==> src/design/rtc_ctrl_pkg.sv <==
// package: register offsets, field positions, reset values and timing counts
// assumes: byte-wide register access decoded by the serial bus front end
package rtc_ctrl_pkg;
  // register offsets
  localparam logic [7:0] CTRL_ONE_OFFSET = 8'h00;
  localparam logic [7:0] CTRL_TWO_OFFSET = 8'h01;
  // control_status_one field positions
  localparam int STOP_BIT     = 5;
  localparam int SOFTRST_LSB  = 3;
  localparam int COMP_IE_BIT  = 2;
  localparam int HOUR_12_BIT  = 1;
  localparam int RSVD0_BIT    = 0;
  // control_status_two field positions
  localparam int ALARM_IE_BIT = 7;
  localparam int ALARM_FL_BIT = 6;
  localparam int MIN_IE_BIT   = 5;
  localparam int HALF_IE_BIT  = 4;
  localparam int CNTDN_FL_BIT = 3;
  localparam int CLKSEL_LSB   = 0;
  // reset values
  localparam logic [7:0] CTRL_ONE_RESET = 8'h00;
  localparam logic [7:0] CTRL_TWO_RESET = 8'h00;
  // clock-output select codes
  localparam logic [2:0] CLKSEL_FAST   = 3'h0;
  localparam logic [2:0] CLKSEL_SLOWHZ = 3'h5;
  localparam logic [2:0] CLKSEL_ONEHZ  = 3'h6;
  localparam logic [2:0] CLKSEL_LOW    = 3'h7;
  // prescaler: stage index of F2 (bit 0 is F1), and the 1 Hz tap
  localparam int PRESC_BITS   = 15;
  localparam int PRESC_STOP_LO = 1;
  localparam int ONEHZ_TAP    = 14;
endpackage : rtc_ctrl_pkg

==> src/design/rtc_control_status_regs.sv <==
// control and status registers one and two with stop, clock-output and irq gating
// assumes: osc_tick is a one-cycle pulse at 32.768 kHz; bus writes/reads are single-cycle strobes

module rtc_control_status_regs
  import rtc_ctrl_pkg::*;
#(
  parameter int PRESC_W = PRESC_BITS
) (
  // clock and reset
  input  wire logic       sys_clk,
  input  wire logic       rst_b,
  // register access
  input  wire logic       regWrite,
  input  wire logic       regRead,
  input  wire logic [7:0] regAddr,
  input  wire logic [7:0] regWdata,
  output logic      [7:0] regRdata,
  // timing and events
  input  wire logic       oscTick,
  input  wire logic       compCycle,
  input  wire logic       alarmEvent,
  // outputs
  output logic            timeTick,
  output logic            clkOut,
  output logic            irqOut
);

  logic [7:0]         ctrlOne_q;
  logic [7:0]         ctrlTwo_q;
  logic [PRESC_W-1:0] presc_q;
  logic [PRESC_W-1:0] presc_d;
  logic               stopped;
  logic               wrOne;
  logic               wrTwo;
  logic               clkSel;
  logic [2:0]         sel;

  assign wrOne   = regWrite && (regAddr == CTRL_ONE_OFFSET);
  assign wrTwo   = regWrite && (regAddr == CTRL_TWO_OFFSET);
  assign stopped = ctrlOne_q[STOP_BIT];
  assign sel     = ctrlTwo_q[CLKSEL_LSB +: 3];

  // reserved bit always held at zero so software writes cannot set it
  always_ff @(posedge sys_clk) begin
    if (!rst_b) begin
      ctrlOne_q <= CTRL_ONE_RESET;
    end else if (wrOne) begin
      ctrlOne_q <= regWdata & 8'hFE;
    end
  end

  // alarm flag clear
  // set wins over a simultaneous write-zero clear
  always_ff @(posedge sys_clk) begin
    if (!rst_b) begin
      ctrlTwo_q <= CTRL_TWO_RESET;
    end else begin
      if (wrTwo) begin
        ctrlTwo_q[7]   <= regWdata[ALARM_IE_BIT];
        ctrlTwo_q[5:0] <= regWdata[5:0];
      end
      if (alarmEvent) begin
        ctrlTwo_q[ALARM_FL_BIT] <= 1'b1;
      end else if (wrTwo && !regWdata[ALARM_FL_BIT]) begin
        ctrlTwo_q[ALARM_FL_BIT] <= 1'b0;
      end
    end
  end

  always_ff @(posedge sys_clk) begin
    if (!rst_b) begin
      regRdata <= 8'h00;
    end else if (regRead) begin
      case (regAddr)
        CTRL_ONE_OFFSET: regRdata <= ctrlOne_q;
        CTRL_TWO_OFFSET: regRdata <= ctrlTwo_q;
        default:         regRdata <= 8'h00;
      endcase
    end
  end

  always_comb begin
    presc_d = presc_q;
    if (oscTick) begin
      presc_d = presc_q + 1'b1;
    end
    if (stopped) begin
      presc_d[PRESC_W-1:PRESC_STOP_LO] = '0;
    end
  end

  always_ff @(posedge sys_clk) begin
    if (!rst_b) begin
      presc_q <= '0;
    end else begin
      presc_q <= presc_d;
    end
  end

  always_ff @(posedge sys_clk) begin
    if (!rst_b) begin
      timeTick <= 1'b0;
    end else begin
      timeTick <= !stopped && oscTick && (&presc_q);
    end
  end

  // top two taps
  // 32.768 kHz is the tick itself, so its duty is one sys_clk cycle
  always_comb begin
    case (sel)
      CLKSEL_FAST:  clkSel = oscTick;
      CLKSEL_LOW:   clkSel = 1'b0;
      CLKSEL_ONEHZ: clkSel = presc_d[ONEHZ_TAP];
      default:      clkSel = presc_d[sel - 3'h1];
    endcase
  end

  always_ff @(posedge sys_clk) begin
    if (!rst_b) begin
      clkOut <= 1'b0;
    end else begin
      clkOut <= clkSel;
    end
  end

  always_ff @(posedge sys_clk) begin
    if (!rst_b) begin
      irqOut <= 1'b0;
    end else begin
      irqOut <= (ctrlOne_q[COMP_IE_BIT] && compCycle) ||
                (ctrlTwo_q[ALARM_IE_BIT] && ctrlTwo_q[ALARM_FL_BIT]);
    end
  end

  property p_stop_holds;
    @(posedge sys_clk) disable iff (!rst_b)
      stopped |=> (presc_q[PRESC_W-1:PRESC_STOP_LO] == '0);
  endproperty
  a_stop_holds: assert property (p_stop_holds) else $error("prescaler upper stages run while stopped");

  property p_no_tick_stopped;
    @(posedge sys_clk) disable iff (!rst_b)
      $past(stopped) |-> !timeTick;
  endproperty
  a_no_tick_stopped: assert property (p_no_tick_stopped) else $error("seconds tick while stopped");

  property p_fast_runs;
    @(posedge sys_clk) disable iff (!rst_b)
      (stopped && oscTick) |=> (presc_q[0] != $past(presc_q[0]));
  endproperty
  a_fast_runs: assert property (p_fast_runs) else $error("fast stage frozen while stopped");

  property p_comp_pulse;
    @(posedge sys_clk) disable iff (!rst_b)
      (ctrlOne_q[COMP_IE_BIT] && compCycle) |=> irqOut;
  endproperty
  a_comp_pulse: assert property (p_comp_pulse) else $error("missing compensation pulse");

  property p_no_irq_disabled;
    @(posedge sys_clk) disable iff (!rst_b)
      (!ctrlOne_q[COMP_IE_BIT] && !ctrlTwo_q[ALARM_IE_BIT]) |=> !irqOut;
  endproperty
  a_no_irq_disabled: assert property (p_no_irq_disabled) else $error("interrupt while all enables off");

  property p_alarm_irq;
    @(posedge sys_clk) disable iff (!rst_b)
      (ctrlTwo_q[ALARM_IE_BIT] && ctrlTwo_q[ALARM_FL_BIT]) |=> irqOut;
  endproperty
  a_alarm_irq: assert property (p_alarm_irq) else $error("alarm interrupt not raised");

  property p_flag_set;
    @(posedge sys_clk) disable iff (!rst_b)
      alarmEvent |=> ctrlTwo_q[ALARM_FL_BIT];
  endproperty
  a_flag_set: assert property (p_flag_set) else $error("alarm flag not set by event");

  property p_flag_keep;
    @(posedge sys_clk) disable iff (!rst_b)
      (wrTwo && regWdata[ALARM_FL_BIT] && ctrlTwo_q[ALARM_FL_BIT]) |=> ctrlTwo_q[ALARM_FL_BIT];
  endproperty
  a_flag_keep: assert property (p_flag_keep) else $error("writing one changed alarm flag");

  property p_flag_clear;
    @(posedge sys_clk) disable iff (!rst_b)
      (wrTwo && !regWdata[ALARM_FL_BIT] && !alarmEvent) |=> !ctrlTwo_q[ALARM_FL_BIT];
  endproperty
  a_flag_clear: assert property (p_flag_clear) else $error("write zero did not clear flag");

  property p_clk_low;
    @(posedge sys_clk) disable iff (!rst_b)
      (sel == CLKSEL_LOW) [*2] |=> !clkOut;
  endproperty
  a_clk_low: assert property (p_clk_low) else $error("clock output not held low");

  property p_clk_fast;
    @(posedge sys_clk) disable iff (!rst_b)
      (sel == CLKSEL_FAST) |=> (clkOut == $past(oscTick));
  endproperty
  a_clk_fast: assert property (p_clk_fast) else $error("fast clock output not following the tick");

  property p_read_two;
    @(posedge sys_clk) disable iff (!rst_b)
      (regRead && (regAddr == CTRL_TWO_OFFSET)) |=> (regRdata == $past(ctrlTwo_q));
  endproperty
  a_read_two: assert property (p_read_two) else $error("status two read data wrong");

  c_stop: cover property (@(posedge sys_clk) disable iff (!rst_b) $rose(stopped));
  c_alarm: cover property (@(posedge sys_clk) disable iff (!rst_b) alarmEvent ##1 irqOut);
  c_comp: cover property (@(posedge sys_clk) disable iff (!rst_b) compCycle && ctrlOne_q[COMP_IE_BIT]);
  c_clear: cover property (@(posedge sys_clk) disable iff (!rst_b) $fell(ctrlTwo_q[ALARM_FL_BIT]));

endmodule // rtc_control_status_regs

==> config.mk <==
export PLATFORM = sky130hd
export DESIGN_NAME = rtc_control_status_regs
export DESIGN_NICKNAME = d
export VERILOG_FILES = /design/src/design/rtc_ctrl_pkg.sv /design/src/design/rtc_control_status_regs.sv
export SDC_FILE = /design/constraint.sdc
export NUM_CORES = 1
export LEC_CHECK = 0
export BUFFER_PORTS_ARGS = -buffer_cell sky130_fd_sc_hd__clkbuf_2
export CORE_ASPECT_RATIO = 0.5
export CORE_UTILIZATION = 55
export CTS_CLUSTER_DIAMETER = 50
export DETAILED_ROUTE_END_ITERATION = 8
export PLACE_DENSITY = 0.87
export RECOVER_POWER = 50
export SYNTH_ARGS = -nofsm -noshare
export SYNTH_HDL_FRONTEND = slang
export SYNTH_SLANG_ARGS = --single-unit
==> constraint.sdc <==
create_clock -name sys_clk -period 2.36 [get_ports sys_clk]
set_input_delay 0.354 -clock sys_clk [delete_from_list [all_inputs] [get_ports sys_clk]]
set_output_delay 0.354 -clock sys_clk [all_outputs]
set_load 0.005 [all_outputs]
==> reports/metrics.csv <==
stage;metric;value;unit
timing;Fin. Hold Viols;0;
finish;share of cells above drive strength 1;15.7;%
timing;RSZ-0062 raised after global routing;false;
worst_setup_path;WP data required;2.58;ns
timing;worst clock skew;0.00752;ns
logic_synthesis;synth warn;0;
grt;vias in the first global route;1526;
placed_design;pre-CTS setup slack;0.180;ns
worst_setup_path;R2R setup slack;0.27;ns
die;row count;14;
route;Antenna Violating Nets Remaining;0;
grt;grt total ovfl;0;
clock_network;CTS Buf Count;5;
grt;met2 Use GR;41.1;%
logic_synthesis;Synth Flop Type;dfxtp_1;
power_and_ir_drop;Pwr Density;547;nW/um2
timing;Period Utilization, post-route;88.7;%
clock_network;clock transition at the registers of the reported paths;0.08;ns
worst_setup_path;startpoint types;register;
finish;Final Net Count;276;
logic_synthesis;async set or reset register ratio after synthesis;0;%
outcome;status;finished, final reports clean;
route;number of remaining DRC errors;0;
grt;first-pass GRT wire length;6600;um
grt;GRT busiest layer;met2;
clock_network;post-CTS setup buffers;0;
logic_synthesis;Seq cells post-synth;41;
clock_network;post-CTS sizing;0;
worst_setup_path;Worst setup EP type;register;
finish;Ant. Diodes;0;
logic_synthesis;Distinct cells, synth;40;
logic_synthesis;Mapped Cells;215;
clock_network;H-tree depth;2;
placed_design;Buffers on Ports;33;
timing;final setup violation count;0;
placed_design;dpl hpwl;2870;um
timing;Hold Slack;0.323;ns
route;Total Wirelength;4060;um
worst_hold_path;hold_sp;alarmEvent;
route;vias per cell;5.39;
grt;initial antenna violation count;0;
grt;GRT Util Overall;23.0;%
route;drt initial violations;50;
timing;setup_tns;0;ns
worst_setup_path;crit path DAT;2.32;ns
worst_setup_path;crit path kind;reg2reg;
die;I/O pin cnt;34;
clock_network;CTS sink cnt;41;
route;Vias;1594;
die;Initial Utilization;61.9;%
clock_network;CTS tree;done;
finish;commonest non-fill, non-tap cell in the layout;dfxtp_1;
timing;f_max;0.478;GHz
die;chip height;44.5;um
worst_setup_path;worst r2r src;ctrlTwo_q[1];
die;core outline area;3210;um2
clock_network;hold_buf cts;0;
clock_network;Longest Clk Path Bufs;2;
power_and_ir_drop;VDD IR-drop max;0.218;mV
timing;fin crit period;2.09;ns
worst_setup_path;CP Max Fanout;8;
timing;Worst-Margin Slew;1.03;ns
power_and_ir_drop;static leakage;0.916;nW
logic_synthesis;syn nets;243;
logic_synthesis;number of synthesized flops with an enable pin;0;
logic_synthesis;Synth Area per Inst;9.22;um2
worst_setup_path;R2R Path End;clkOut;
timing;fin. max-slew vios;0;
worst_hold_path;WHS Endpoint;ctrlTwo_q[6];
logic_synthesis;register area share after synthesis;41.4;%
logic_synthesis;Syn Std Cell Area;1980;um2
timing;final worst slack;0.267;ns
grt;GR Util met1;26.4;%
route;first-pass iteration count of the detailed router;4;
finish;commonest non-fill, non-tap cells in the layout;dfxtp_1 (41), clkbuf_2 (28), mux2i_1 (22);
route;WL/cell;13.7;um
grt;met3 usage;6.53;%
clock_network;CTS root buffer;clkbuf_8;
finish;area grow syn2layout;13.4;%
placed_design;Placer Congestion;0.872;
worst_hold_path;worst hold path class;in2reg;
grt;largest net degree at the start of global routing;32;
die;Die W;86.9;um
clock_network;worst skew pair latency;0.29;ns
job;Max Cap Viol;0;
worst_setup_path;FF-to-FF path depth;7;
timing;Worst slew margin;31.2;%
worst_setup_path;crit path launch;ctrlTwo_q[1];
die;die footprint;3860;um2
worst_hold_path;WHS Path Cells;3;
==> where the power goes <==
| group | switching, mW | internal, mW |
|---|---|---|
| Sequential | 0.00491 | 0.697 |
| Clock | 0.235 | 0.231 |
| Combinational | 0.0345 | 0.0283 |
| Total | 0.274 | 0.957 |
==> how the worst max path moves through the flow <==
stage | end | slack, ns | cells after the start
3_3_place_gp | ctrlOne_q[5] | 0.35 | 6
6_report | clkOut | 0.27 | 7
2_1_floorplan | clkOut | 0.25 | 8
5_1_grt | clkOut | 0.14 | 7
4_1_cts | clkOut | 0.26 | 7
3_5_place_dp | ctrlOne_q[3] | 0.18 | 6
==> kinds of logic (layout without fill, tap and decap cells) <==
group	after synthesis	in the layout	synth area share [%]
compound gates	25	25	8.33
xor+xnor	13	13	5.74
flops	41	41	41.4
simple gates	88	88	25.9
fa+ha+maj	5	5	3.15
mux	22	22	11.1
buf+inv	21	54	4.42
==> cell type report <==
type | count | area, um2
inverters | 11 | 41.3
well taps | 48 | 60.1
flip-flops and latches | 41 | 821
clock inverters | 1 | 7.51
repair buffers | 36 | 181
clock buffers | 6 | 82.6
fillers | 252 | 956
multi-input cells | 153 | 1060
==> routing by layer <==
layer	vias to the layer above	wire [um]	share of wire, %
met2	37	1920	47
met5	-	0	0
li1	813	-	-
met1	736	1880	46
met4	0	65	1.6
met3	8	201	4.9
==> metrics by stage <==
stage	utilization [%]	instance area, um2	std cells	power, mW
global route	70.2	2250	296	1.26
floorplan	-	1980	215	0.753
global placement	68.1	2180	289	0.780
finish	70.2	2250	296	1.23
CTS	71.0	2270	296	1.24
detailed placement	68.1	2180	289	0.783
==> flip-flops by register name, summed over array words and instances (netlist names) <==
| signal | count |
|---|---|
| presc_q | 15 |
| ctrlTwo_q | 8 |
| regRdata | 8 |
| ctrlOne_q | 7 |
| clkOut | 1 |
| irqOut | 1 |
| timeTick | 1 |
==> Yosys cell counts, drive strengths merged (5+ instances only) <==
| cell type | n | area share [%] |
|---|---|---|
| nor2b | 18 | 5.7 |
| nand3 | 5 | 1.5 |
| xor2 | 9 | 4.0 |
| nand2 | 12 | 2.3 |
| o21ai | 5 | 1.3 |
| o22ai | 9 | 2.8 |
| ha | 5 | 3.2 |
| mux2i | 22 | 11 |
| nand4 | 5 | 1.6 |
| and2 | 10 | 3.2 |
| nor2 | 17 | 3.2 |
| clkbuf | 8 | 1.5 |
| inv | 11 | 2.1 |
| dfxtp | 41 | 41 |
==> critical path: stages (launching register included) <==
cell and delay, ns:
dfxtp_1 0.41, inv_1 0.09, ha_1 0.42, or3b_1 0.39
or4_1 0.40, nand3_1 0.09, a2111oi_0 0.07, o21ai_1 0.16
Note: power is estimated with default switching activity, not from simulation.
